--- config.mk ---
export PLATFORM = sky130hd
export DESIGN_NAME = cbs_exec
export DESIGN_NICKNAME = d
export VERILOG_FILES = /design/src/design/cbs_pkg.sv /design/src/design/cbs_exec.sv
export VERILOG_INCLUDE_DIRS = /design/src /design/src/design
export SDC_FILE = /design/constraint.sdc
export NUM_CORES = 1
export LEC_CHECK = 0
export BUFFER_PORTS_ARGS = -buffer_cell sky130_fd_sc_hd__buf_2
export CORE_MARGIN = 5
export CORE_UTILIZATION = 57
export DETAILED_ROUTE_END_ITERATION = 6
export HOLD_SLACK_MARGIN = 0.15
export PLACE_DENSITY = 0.75
export SYNTH_ARGS = -nofsm -noshare
export SYNTH_HDL_FRONTEND = slang
export SYNTH_SLANG_ARGS = --single-unit
export TNS_END_PERCENT = 5
--- constraint.sdc ---
create_clock -name pclk -period 3.3 [get_ports pclk]
set_clock_uncertainty 0.05 [all_clocks]
set_input_delay 0.165 -clock pclk [delete_from_list [all_inputs] [get_ports pclk]]
set_output_delay 0.165 -clock pclk [all_outputs]
set_load 0.02 [all_outputs]
--- src/design/cbs_params.svh ---
// Register offsets, field positions, reset values and cycle counts of the execution block
`ifndef CBS_PARAMS_SVH
`define CBS_PARAMS_SVH

// ----------------------------------------------------------------------
// Register byte offsets
// ----------------------------------------------------------------------
`define CBS_OFF_OP 8'h00
`define CBS_OFF_OPND 8'h04
`define CBS_OFF_PC 8'h08
`define CBS_OFF_ZPTR 8'h0C
`define CBS_OFF_SP 8'h10
`define CBS_OFF_FLAGS 8'h14
`define CBS_OFF_RESULT 8'h18
`define CBS_OFF_STAT 8'h1C
`define CBS_OFF_RET 8'h20
`define CBS_OFF_IO_BASE 8'h80

// ----------------------------------------------------------------------
// Field positions
// ----------------------------------------------------------------------
`define CBS_OPF_CODE 4:0
`define CBS_OPF_SEL 10:8
`define CBS_OPF_IO 20:16
`define CBS_OPF_TWO 24
`define CBS_ODF_D 7:0
`define CBS_ODF_R 15:8
`define CBS_ODF_KIMM 23:16
`define CBS_ODF_KOFS 31:24
`define CBS_STF_CYC 2:0
`define CBS_STF_BUSY 8
`define CBS_FLAG_C 0
`define CBS_FLAG_Z 1
`define CBS_FLAG_N 2
`define CBS_FLAG_V 3
`define CBS_FLAG_H 5
`define CBS_FLAG_T 6
`define CBS_FLAG_I 7

// ----------------------------------------------------------------------
// Reset values, constants and cycle counts
// ----------------------------------------------------------------------
`define CBS_PC_RST 16'h0000
`define CBS_Z_RST 16'h0000
`define CBS_SP_RST 16'h007F
`define CBS_FLAGS_RST 8'h00
`define CBS_BYTE_ONES 8'hFF
`define CBS_OP_COUNT 5'h1D
`define CBS_PC_STEP 16'h0001
`define CBS_SKIP_ONE 16'h0002
`define CBS_SKIP_TWO 16'h0003
`define CBS_SP_STEP 16'h0002
`define CBS_CYC_ONE 3'h1
`define CBS_CYC_TWO 3'h2
`define CBS_CYC_THREE 3'h3

`endif

--- src/design/cbs_pkg.sv ---
// Types shared by the branch, skip and bit-operation execution block
package cbs_pkg;

  // Operation codes, numbered 0 upward in this order
  typedef enum logic [4:0] {
    set_bits_op, clear_bits_op, test_zero_minus_op, indirect_jump_op, indirect_call_op,
    compare_skip_equal_op, compare_immediate_op, skip_reg_bit_clear_op, skip_reg_bit_set_op,
    skip_io_bit_clear_op, skip_io_bit_set_op, branch_flag_set_op, branch_flag_clear_op,
    branch_signed_ge_op, branch_signed_lt_op, branch_unsigned_ge_op, branch_unsigned_lt_op,
    branch_carry_clear_op, branch_carry_set_op, branch_halfcarry_set_op, branch_halfcarry_clear_op,
    branch_transfer_set_op, branch_transfer_clear_op, branch_overflow_set_op, branch_overflow_clear_op,
    branch_irq_enabled_op, branch_irq_disabled_op, io_bit_set_op, io_bit_clear_op
  } cbs_op_e;

  // Execution sequencer states
  typedef enum logic {
    st_idle,
    st_busy
  } cbs_state_e;

endpackage : cbs_pkg

--- src/design/cbs_exec.sv ---
// Branch, skip, bit-mask, compare and I/O bit execution unit with an APB register port
//
// Function
// RQ1 - Set-bits ORs immediate mask into destination in one cycle; Z, N, V updated.
// RQ2 - Clear-bits ANDs destination with 0xFF minus mask in one cycle; Z, N, V.
// RQ3 - Test ANDs register with itself, value kept, Z, N, V set, one cycle.
// RQ4 - Indirect jump loads PC from Z pointer, no flags, two cycles.
// RQ5 - Indirect call pushes return address, loads PC from Z, three cycles.
// RQ6 - Compare-and-skip advances PC by 2 or 3 when equal, no flags.
// RQ7 - Compare immediate sets Z, N, V, C, H from register minus constant, unstored.
// RQ8 - Skip when selected general register bit is zero, no flags changed.
// RQ9 - Skip when selected general register bit is one, no flags changed.
// RQ10 - I/O bit skips test one I/O register bit, clear or set form.
// RQ11 - Generic flag branches add k plus 1 when selected bit set or clear.
// RQ12 - Signed greater-or-equal branch taken only when N xor V is zero.
// RQ13 - Signed less-than branch taken only when N xor V is one.
// RQ14 - Same-or-higher branch on carry zero, lower branch on carry one.
// RQ15 - Carry-clear branch on carry zero, carry-set branch on carry one.
// RQ16 - Half-carry branches follow H set or cleared, one or two cycles.
// RQ17 - Transfer-bit branches follow T set or cleared, one or two cycles.
// RQ18 - Overflow branches follow V set or cleared, changing no flags.
// RQ19 - Interrupt-state branches follow global interrupt enable set or cleared.
// RQ20 - I/O bit-set forces one addressed bit to one in two cycles.
// RQ21 - I/O bit-clear forces one addressed bit to zero in two cycles.
// RQ22 - Untaken branch one cycle, taken two; two-word skip takes three.
//
// Added by the designer: the register addresses and the APB interface to the registers.
`timescale 1ns/1ps
`include "cbs_params.svh"

module cbs_exec #(
  parameter int IO_REGS = 32
) (
  input wire logic pclk,
  input wire logic presetn,
  input wire logic psel,
  input wire logic penable,
  input wire logic pwrite,
  input wire logic [7:0] paddr,
  input wire logic [31:0] pwdata,
  output logic [31:0] prdata,
  output logic pready,
  output logic pslverr,
  output logic exec_busy
);

  // ----------------------------------------------------------------------
  // Elaboration checks
  // ----------------------------------------------------------------------
  // The I/O window holds 32 word slots and bit operations address 5 bits
  if (IO_REGS < 1 || IO_REGS > 32) begin : g_io_check
    $error("IO_REGS must lie between 1 and 32");
  end

  // ----------------------------------------------------------------------
  // Helper functions
  // ----------------------------------------------------------------------
  // Picks one bit of a byte, shared by flag, register and I/O tests
  function automatic logic cbs_bit(input logic [7:0] v, input logic [2:0] s);
    cbs_bit = v[s];
  endfunction : cbs_bit

  // Tells whether an address maps to a register or an I/O slot
  function automatic logic cbs_mapped(input logic [7:0] a);
    cbs_mapped = (a == `CBS_OFF_OP) || (a == `CBS_OFF_OPND) || (a == `CBS_OFF_PC) ||
                 (a == `CBS_OFF_ZPTR) || (a == `CBS_OFF_SP) || (a == `CBS_OFF_FLAGS) ||
                 (a == `CBS_OFF_RESULT) || (a == `CBS_OFF_STAT) || (a == `CBS_OFF_RET) ||
                 ((a >= `CBS_OFF_IO_BASE) && (a[1:0] == 2'h0) &&
                  (32'(a[6:2]) < IO_REGS));
  endfunction : cbs_mapped

  // ----------------------------------------------------------------------
  // State
  // ----------------------------------------------------------------------
  cbs_pkg::cbs_state_e state_reg, state_next;
  logic [2:0] cnt_reg, cnt_next;
  logic [2:0] cyc_last_reg, cyc_last_next;
  logic [31:0] opnd_reg, opnd_next;
  logic [15:0] pc_reg, pc_next;
  logic [15:0] z_reg, z_next;
  logic [15:0] sp_reg, sp_next;
  logic [15:0] ret_reg, ret_next;
  logic [7:0] flags_reg, flags_next;
  logic [7:0] result_reg, result_next;
  logic [31:0] prdata_reg, prdata_next;
  logic [7:0] io_reg [IO_REGS];
  logic [7:0] io_next [IO_REGS];
  // Values computed at launch and applied on the last execution cycle
  logic [15:0] pend_pc_reg, pend_pc_next;
  logic [7:0] pend_flags_reg, pend_flags_next;
  logic [7:0] pend_res_reg, pend_res_next;
  logic pend_push_reg, pend_push_next;
  logic pend_io_we_reg, pend_io_we_next;
  logic [4:0] pend_io_addr_reg, pend_io_addr_next;
  logic [7:0] pend_io_val_reg, pend_io_val_next;

  // ----------------------------------------------------------------------
  // Bus decode and operand views
  // ----------------------------------------------------------------------
  logic acc, wr_acc, bad_acc, launch, commit;
  cbs_pkg::cbs_op_e op_code;
  logic [2:0] op_sel;
  logic [4:0] op_io;
  logic op_two;
  logic [7:0] d_val, r_val, kimm, io_val, io_mask;
  logic [15:0] kofs;

  // Access phase and refusal of bad addresses, busy writes, unknown codes
  assign acc = psel && penable;
  assign wr_acc = acc && pwrite;
  assign bad_acc = !cbs_mapped(paddr) ||
                   (pwrite && (state_reg != cbs_pkg::st_idle) && (paddr != `CBS_OFF_OPND)) ||
                   (pwrite && (paddr == `CBS_OFF_OP) && (pwdata[`CBS_OPF_CODE] >= `CBS_OP_COUNT));
  assign launch = wr_acc && !bad_acc && (paddr == `CBS_OFF_OP);
  assign commit = (state_reg == cbs_pkg::st_busy) && (cnt_reg == `CBS_CYC_ONE);
  assign pready = 1'b1;
  assign pslverr = acc && bad_acc;
  assign prdata = prdata_reg;
  assign exec_busy = (state_reg == cbs_pkg::st_busy);

  // Operation fields of the launching write and operand register fields
  assign op_code = cbs_pkg::cbs_op_e'(pwdata[`CBS_OPF_CODE]);
  assign op_sel = pwdata[`CBS_OPF_SEL];
  assign op_io = pwdata[`CBS_OPF_IO];
  assign op_two = pwdata[`CBS_OPF_TWO];
  assign d_val = opnd_reg[`CBS_ODF_D];
  assign r_val = opnd_reg[`CBS_ODF_R];
  assign kimm = opnd_reg[`CBS_ODF_KIMM];
  assign kofs = {{8{opnd_reg[31]}}, opnd_reg[`CBS_ODF_KOFS]};
  assign io_val = (32'(op_io) < IO_REGS) ? io_reg[op_io] : 8'h00;
  assign io_mask = 8'(8'h01 << op_sel);

  // ----------------------------------------------------------------------
  // Operation decode
  // ----------------------------------------------------------------------
  logic [7:0] x_res, x_flags, x_diff;
  logic [15:0] x_pc;
  logic [2:0] x_cyc;
  logic x_skip, x_take, x_logic, x_push, x_io_we;
  logic [7:0] x_io_val;

  // Works out result, flags, next PC and cycle count of the launching op
  always_comb begin
    x_res = result_reg; // Only logic ops change the result
    x_flags = flags_reg;
    x_diff = 8'(d_val - kimm);
    x_pc = pc_reg + `CBS_PC_STEP;
    x_cyc = `CBS_CYC_ONE;
    x_skip = 1'b0;
    x_take = 1'b0;
    x_logic = 1'b0;
    x_push = 1'b0;
    x_io_we = 1'b0;
    x_io_val = io_val;
    case (op_code)
      cbs_pkg::set_bits_op: begin
        x_res = d_val | kimm; // see RQ1
        x_logic = 1'b1;
      end
      cbs_pkg::clear_bits_op: begin
        x_res = d_val & (`CBS_BYTE_ONES - kimm); // see RQ2
        x_logic = 1'b1;
      end
      cbs_pkg::test_zero_minus_op: begin
        x_res = d_val & d_val; // see RQ3
        x_logic = 1'b1;
      end
      cbs_pkg::indirect_jump_op: begin
        x_pc = z_reg; // see RQ4
        x_cyc = `CBS_CYC_TWO;
      end
      cbs_pkg::indirect_call_op: begin
        x_pc = z_reg; // see RQ5
        x_push = 1'b1;
        x_cyc = `CBS_CYC_THREE;
      end
      cbs_pkg::compare_skip_equal_op: x_skip = (d_val == r_val); // see RQ6
      cbs_pkg::compare_immediate_op: begin
        // Difference kept out of the result; borrow flags from bits 7 and 3
        x_flags[`CBS_FLAG_Z] = (x_diff == 8'h00); // see RQ7
        x_flags[`CBS_FLAG_N] = x_diff[7];
        x_flags[`CBS_FLAG_V] = (d_val[7] & ~kimm[7] & ~x_diff[7]) | (~d_val[7] & kimm[7] & x_diff[7]);
        x_flags[`CBS_FLAG_C] = (~d_val[7] & kimm[7]) | (kimm[7] & x_diff[7]) | (x_diff[7] & ~d_val[7]);
        x_flags[`CBS_FLAG_H] = (~d_val[3] & kimm[3]) | (kimm[3] & x_diff[3]) | (x_diff[3] & ~d_val[3]);
      end
      cbs_pkg::skip_reg_bit_clear_op: x_skip = !cbs_bit(d_val, op_sel); // see RQ8
      cbs_pkg::skip_reg_bit_set_op: x_skip = cbs_bit(d_val, op_sel); // see RQ9
      cbs_pkg::skip_io_bit_clear_op: x_skip = !cbs_bit(io_val, op_sel); // see RQ10
      cbs_pkg::skip_io_bit_set_op: x_skip = cbs_bit(io_val, op_sel); // see RQ10
      cbs_pkg::branch_flag_set_op: x_take = cbs_bit(flags_reg, op_sel); // see RQ11
      cbs_pkg::branch_flag_clear_op: x_take = !cbs_bit(flags_reg, op_sel); // see RQ11
      cbs_pkg::branch_signed_ge_op: x_take = !(flags_reg[`CBS_FLAG_N] ^ flags_reg[`CBS_FLAG_V]); // see RQ12
      cbs_pkg::branch_signed_lt_op: x_take = flags_reg[`CBS_FLAG_N] ^ flags_reg[`CBS_FLAG_V]; // see RQ13
      cbs_pkg::branch_unsigned_ge_op: x_take = !flags_reg[`CBS_FLAG_C]; // see RQ14
      cbs_pkg::branch_unsigned_lt_op: x_take = flags_reg[`CBS_FLAG_C]; // see RQ14
      cbs_pkg::branch_carry_clear_op: x_take = !flags_reg[`CBS_FLAG_C]; // see RQ15
      cbs_pkg::branch_carry_set_op: x_take = flags_reg[`CBS_FLAG_C]; // see RQ15
      cbs_pkg::branch_halfcarry_set_op: x_take = flags_reg[`CBS_FLAG_H]; // see RQ16
      cbs_pkg::branch_halfcarry_clear_op: x_take = !flags_reg[`CBS_FLAG_H]; // see RQ16
      cbs_pkg::branch_transfer_set_op: x_take = flags_reg[`CBS_FLAG_T]; // see RQ17
      cbs_pkg::branch_transfer_clear_op: x_take = !flags_reg[`CBS_FLAG_T]; // see RQ17
      cbs_pkg::branch_overflow_set_op: x_take = flags_reg[`CBS_FLAG_V]; // see RQ18
      cbs_pkg::branch_overflow_clear_op: x_take = !flags_reg[`CBS_FLAG_V]; // see RQ18
      cbs_pkg::branch_irq_enabled_op: x_take = flags_reg[`CBS_FLAG_I]; // see RQ19
      cbs_pkg::branch_irq_disabled_op: x_take = !flags_reg[`CBS_FLAG_I]; // see RQ19
      cbs_pkg::io_bit_set_op: begin
        x_io_we = 1'b1;
        x_io_val = io_val | io_mask; // see RQ20
        x_cyc = `CBS_CYC_TWO;
      end
      cbs_pkg::io_bit_clear_op: begin
        x_io_we = 1'b1;
        x_io_val = io_val & ~io_mask; // see RQ21
        x_cyc = `CBS_CYC_TWO;
      end
      default: x_cyc = `CBS_CYC_ONE;
    endcase
    // Logical ops: Z and N from the result, V cleared
    if (x_logic) begin
      x_flags[`CBS_FLAG_Z] = (x_res == 8'h00);
      x_flags[`CBS_FLAG_N] = x_res[7];
      x_flags[`CBS_FLAG_V] = 1'b0;
    end
    // Skip past a one- or two-word instruction
    if (x_skip) begin
      x_pc = pc_reg + (op_two ? `CBS_SKIP_TWO : `CBS_SKIP_ONE); // see RQ22
      x_cyc = op_two ? `CBS_CYC_THREE : `CBS_CYC_TWO; // see RQ22
    end
    // Taken branch lands at PC plus k plus one
    if (x_take) begin
      x_pc = pc_reg + kofs + `CBS_PC_STEP; // see RQ11
      x_cyc = `CBS_CYC_TWO; // see RQ22
    end
  end

  // ----------------------------------------------------------------------
  // Registers, sequencer and read data
  // ----------------------------------------------------------------------
  // Next state of every register: bus writes, launch capture, commit
  always_comb begin
    state_next = state_reg;
    cnt_next = cnt_reg;
    cyc_last_next = cyc_last_reg;
    opnd_next = opnd_reg;
    pc_next = pc_reg;
    z_next = z_reg;
    sp_next = sp_reg;
    ret_next = ret_reg;
    flags_next = flags_reg;
    result_next = result_reg;
    io_next = io_reg;
    pend_pc_next = pend_pc_reg;
    pend_flags_next = pend_flags_reg;
    pend_res_next = pend_res_reg;
    pend_push_next = pend_push_reg;
    pend_io_we_next = pend_io_we_reg;
    pend_io_addr_next = pend_io_addr_reg;
    pend_io_val_next = pend_io_val_reg;
    prdata_next = 32'h0000_0000;
    // Software writes, only while idle except the operand word
    if (wr_acc && !bad_acc) begin
      case (paddr)
        `CBS_OFF_OPND: opnd_next = pwdata;
        `CBS_OFF_PC: pc_next = pwdata[15:0];
        `CBS_OFF_ZPTR: z_next = pwdata[15:0];
        `CBS_OFF_SP: sp_next = pwdata[15:0];
        `CBS_OFF_FLAGS: flags_next = pwdata[7:0];
        default: begin
          if (paddr >= `CBS_OFF_IO_BASE) begin
            io_next[paddr[6:2]] = pwdata[7:0];
          end
        end
      endcase
    end
    case (state_reg)
      cbs_pkg::st_idle: begin
        if (launch) begin
          state_next = cbs_pkg::st_busy;
          cnt_next = x_cyc;
          pend_pc_next = x_pc;
          pend_flags_next = x_flags;
          pend_res_next = x_res;
          pend_push_next = x_push;
          pend_io_we_next = x_io_we;
          pend_io_addr_next = op_io;
          pend_io_val_next = x_io_val;
        end
      end
      cbs_pkg::st_busy: begin
        cnt_next = cnt_reg - `CBS_CYC_ONE;
        if (commit) begin
          state_next = cbs_pkg::st_idle;
          cyc_last_next = cyc_last_reg;
          pc_next = pend_pc_reg;
          flags_next = pend_flags_reg;
          result_next = pend_res_reg;
          if (pend_push_reg) begin
            ret_next = pc_reg + `CBS_PC_STEP; // see RQ5
            sp_next = sp_reg - `CBS_SP_STEP; // see RQ5
          end
          if (pend_io_we_reg && (32'(pend_io_addr_reg) < IO_REGS)) begin
            io_next[pend_io_addr_reg] = pend_io_val_reg; // see RQ20
          end
        end
      end
      default: state_next = cbs_pkg::st_idle;
    endcase
    if (launch) begin
      cyc_last_next = x_cyc;
    end
    // Read data captured in the setup cycle, held through the access
    if (psel && !penable && !pwrite && cbs_mapped(paddr)) begin
      case (paddr)
        `CBS_OFF_OPND: prdata_next = opnd_reg;
        `CBS_OFF_PC: prdata_next = {16'h0000, pc_reg};
        `CBS_OFF_ZPTR: prdata_next = {16'h0000, z_reg};
        `CBS_OFF_SP: prdata_next = {16'h0000, sp_reg};
        `CBS_OFF_FLAGS: prdata_next = {24'h000000, flags_reg};
        `CBS_OFF_RESULT: prdata_next = {24'h000000, result_reg};
        `CBS_OFF_STAT: prdata_next = {23'h000000, exec_busy, 5'h00, cyc_last_reg};
        `CBS_OFF_RET: prdata_next = {16'h0000, ret_reg};
        `CBS_OFF_OP: prdata_next = 32'h0000_0000;
        default: prdata_next = {24'h000000, io_reg[paddr[6:2]]};
      endcase
    end else if (psel && penable) begin
      prdata_next = prdata_reg;
    end
  end

  // Registers only
  always_ff @(posedge pclk or negedge presetn) begin
    if (!presetn) begin
      state_reg <= cbs_pkg::st_idle;
      cnt_reg <= 3'h0;
      cyc_last_reg <= 3'h0;
      opnd_reg <= 32'h0000_0000;
      pc_reg <= `CBS_PC_RST;
      z_reg <= `CBS_Z_RST;
      sp_reg <= `CBS_SP_RST;
      ret_reg <= 16'h0000;
      flags_reg <= `CBS_FLAGS_RST;
      result_reg <= 8'h00;
      prdata_reg <= 32'h0000_0000;
      io_reg <= '{default: 8'h00};
      pend_pc_reg <= 16'h0000;
      pend_flags_reg <= 8'h00;
      pend_res_reg <= 8'h00;
      pend_push_reg <= 1'b0;
      pend_io_we_reg <= 1'b0;
      pend_io_addr_reg <= 5'h00;
      pend_io_val_reg <= 8'h00;
    end else begin
      state_reg <= state_next;
      cnt_reg <= cnt_next;
      cyc_last_reg <= cyc_last_next;
      opnd_reg <= opnd_next;
      pc_reg <= pc_next;
      z_reg <= z_next;
      sp_reg <= sp_next;
      ret_reg <= ret_next;
      flags_reg <= flags_next;
      result_reg <= result_next;
      prdata_reg <= prdata_next;
      io_reg <= io_next;
      pend_pc_reg <= pend_pc_next;
      pend_flags_reg <= pend_flags_next;
      pend_res_reg <= pend_res_next;
      pend_push_reg <= pend_push_next;
      pend_io_we_reg <= pend_io_we_next;
      pend_io_addr_reg <= pend_io_addr_next;
      pend_io_val_reg <= pend_io_val_next;
    end
  end
endmodule : cbs_exec

==> impl_metrics.tcl <==
set metrics [dict create \
    hold_class "primary input to flop" \
    numCtsBuffers 49 \
    synth_edf_count 0 \
    core-area_sq_mm 0.04865 \
    ys_types 76 \
    drc 0 \
    max-cap-violations 0 \
    antenna_left 0 \
    tightestPinTransition_ns 1.313 \
    grt_antenna_before_repair 0 \
    wl_per_cell_um 27.96 \
    htree_levels 2 \
    grt_pass1_vias 24870 \
    drv_slew 0 \
    die_w_um 231.0 \
    fin_crit_sh_pct 97.93 \
    cp_common_cell "nor2_1" \
    crit_chain "buf_4 -> ha_1 -> nor2_1 -> o21bai_1 -> a21oi_1 -> nor2_1 -> nor2_1 -> nor2_1 -> nor2_1 -> o21bai_1 -> fa_1 -> or4b_4 -> nor4_4 -> a32o_1 -> a32oi_1 -> o21ai_1" \
    synth_top_cell_by_area "dfrtp_1" \
    grt_overflow 0 \
    end_kind "flop" \
    fin_nets 3148 \
    met3_usage_pct 7.399 \
    vias_per_cell 6.775 \
    crit_slowest_cell "or4b_4" \
    rows 81 \
    first_pass_iters 6 \
    clock_latency_ns 0.61 \
    yosysMostFrequentCell "dfrtp_1" \
    drive_gt1_share_pct 17.96 \
    required_ns 3.77 \
    cp_slowest_stage_delay_ns 0.54 \
    wirelength_mm 104.0 \
    grt_usage_pct 38.64 \
    clock_sinks 453 \
    p_per_area_mw_per_mm2 397.0 \
    hpwl_mm 72.17 \
    netlist_instances 2942 \
    ys.flop_type "dfrtp_1" \
    grt.busiest_layer "met2" \
    synth_top_area_share_pct 40.08 \
    rsz0062_at_grt "yes" \
    place_congestion 1.086 \
    outcome "completed" \
    clkSlewWorstSetupHoldPaths_ns 0.06 \
    fin_crit_ns 3.232 \
    irDropWorstVdd_v 0.0003835 \
    dieHeight_um 231.0 \
    synth_top_cells_by_area "dfrtp_1 40%, mux2i_1 14%, mux4_2 6.5%" \
    finalHoldViolCount 0 \
    grt_use_met1_pct 50.88 \
    cts_buffer_depth 3 \
    cts_tree "yes" \
    yosys_warnings 0 \
    grt_max_degree 98 \
    io_buffers 78 \
    drtIter0Drc 3196 \
    timing.setup.tns_ns 0 \
    worstPathMaxFanout 6 \
    gr-usage-met2_pct 60.46 \
    synthArstFlopShare_pct 100.0 \
    syn-cell-area_sq_mm 0.02784 \
    dpl-instance-area_sq_mm 0.02978 \
    cellLeakagePower_nw 14.44 \
    cp.arrival_ns 3.71 \
    finalSetupViolCount 0 \
    critPathLaunchType "flop" \
    synth_seq_cells 453 \
    antennaDiodeCount 0 \
    io_pins 80 \
    die_area_sq_mm 0.05337 \
    largest_reg_flops 256 \
    area_growth_pct 14.04 \
    ys_top_cells_by_count "446 x dfrtp_1, 430 x nand2_1, 392 x mux2i_1" \
    grt_first_pass_wirelength_mm 157.2 \
    ys_seq_area_share_pct 40.74 \
    rrSetupSlack_ns 0.07 \
    design_area_sq_mm 0.03175 \
    cts_root_buf "clkbuf_16" \
    clock.fmax_mhz 309.4 \
    vias 25190 \
    syn_avg_cell_area_sq_um 9.464 \
    path_class "flop to flop" \
    syn_nets 3029 \
    slew_headroom_pct 12.48 \
    start_util_pct 57.24 \
]
## report_power, final
| group | switching, W | leakage [nW] | internal [W] |
|---|---|---|---|
| Sequential | 0.000107 | 4.73 | 0.00562 |
| Combinational | 0.000805 | 8.92 | 0.000465 |
| Clock | 0.00239 | 0.786 | 0.00322 |
| Total | 0.00330 | 14.4 | 0.00930 |
## logic make-up (layout without fill, tap and decap cells)
family          after synthesis  count (layout)  share of synthesized area (%)
compound gates              713             713                          15.31
flops                       453             453                          40.74
simple gates                900             900                          14.31
mux                         510             510                          22.10
xor+xnor                     50              50                          1.573
buf+inv                     273             427                          3.959
fa+ha+maj                    42              42                          1.995
other cells                   1               1                        0.01347
## stage by stage
step	std cells	hold WS [ns]	worst slack, ns	utilization [%]	total power, W
after CTS	3717	0.1634	0.0002762	65.14	0.01259
final	3718	0.2016	0.06817	65.27	0.01261
after floorplan	2942	-0.1806	0.05626	-	0.006467
after global placement	3601	0.1087	-0.1948	61.22	0.006990
after detailed placement	3601	0.1091	-0.2092	61.22	0.007014
after global routing	3718	0.1988	-0.1518	65.27	0.01294
## layout by cell type, fill, tap and decap left out, drive strengths merged, types with 9 or more instances in the layout
cell         synthesis  routed
xnor2               20      20
nand4               20      20
nand2              461     461
ha                  38      38
dlygate4sd3          0      29
mux2                38      38
mux2i              392     392
nor2               226     226
clkbuf             164      67
inv                 38      41
mux4                80      80
o22ai               54      54
nor4                 9       9
nor2b               12      12
a22o                22      22
a221oi              15      15
nor3                33      33
a21o                 9       9
dfrtp              446     446
nand3               47      47
o21ai              325     325
a222oi              10      10
a22oi               73      73
xor2                30      30
nand2b              17      17
a31oi                9       9
a21oi              140     140
and2                14      14
or3                 22      22
clkinv               0      11
buf                 71     274
## critical path, delay by kind of cell (launching register included)
kind	cells	cell delay (ns)
AOI/OAI and AO/OA	6	0.73
DFF	1	0.40
and+or+nand+nor	7	1.11
adders and majority gates	2	0.69
buffers and inverters	1	0.18
## cell type report
type                            instances  area, sq um
Clock buffer                           67         1374
Clock inverter                         19        209.0
Fill cell                            3870        16890
Inverter                               38        142.6
Multi-Input combinational cell       2216        15480
Sequential cell                       453        11350
Tap cell                              622        778.2
Timing Repair Buffer                  303         2415
## worst paths after layout
| path | startpoint | end | cells after the start |
|---|---|---|---|
| worst max-delay path | opnd_reg[1] | pend_flags_reg[1] | 16 |
| worst min register to register | prdata[15] | prdata[15] | 1 |
| worst min-delay path | penable | prdata[5] | 4 |
| max in group asynchronous | presetn | pend_io_val_reg[5] | 3 |
| min in group asynchronous | presetn | opnd_reg[28] | 3 |
| worst max register to register | opnd_reg[1] | pend_flags_reg[1] | 16 |
## timing repair
action | in CTS | in global routing
endpoints found under the hold margin | 511 | 0
setup buffers | 0 | 1
cloned | 0 | 0
hold buffers | 30 | 0
setup endpoints to repair | 1 | 8
gates resized for setup | 1 | 10
pin swaps | 1 | 4
## metal layers
layer	part of all wire, %	routed length (um)	vias to the layer above
li1	-	-	10830
met1	38	39240	12340
met2	45	46690	1607
met3	10	10560	413
met4	7.2	7465	0
met5	0	0	-
Note: power is estimated with default switching activity, not from simulation.
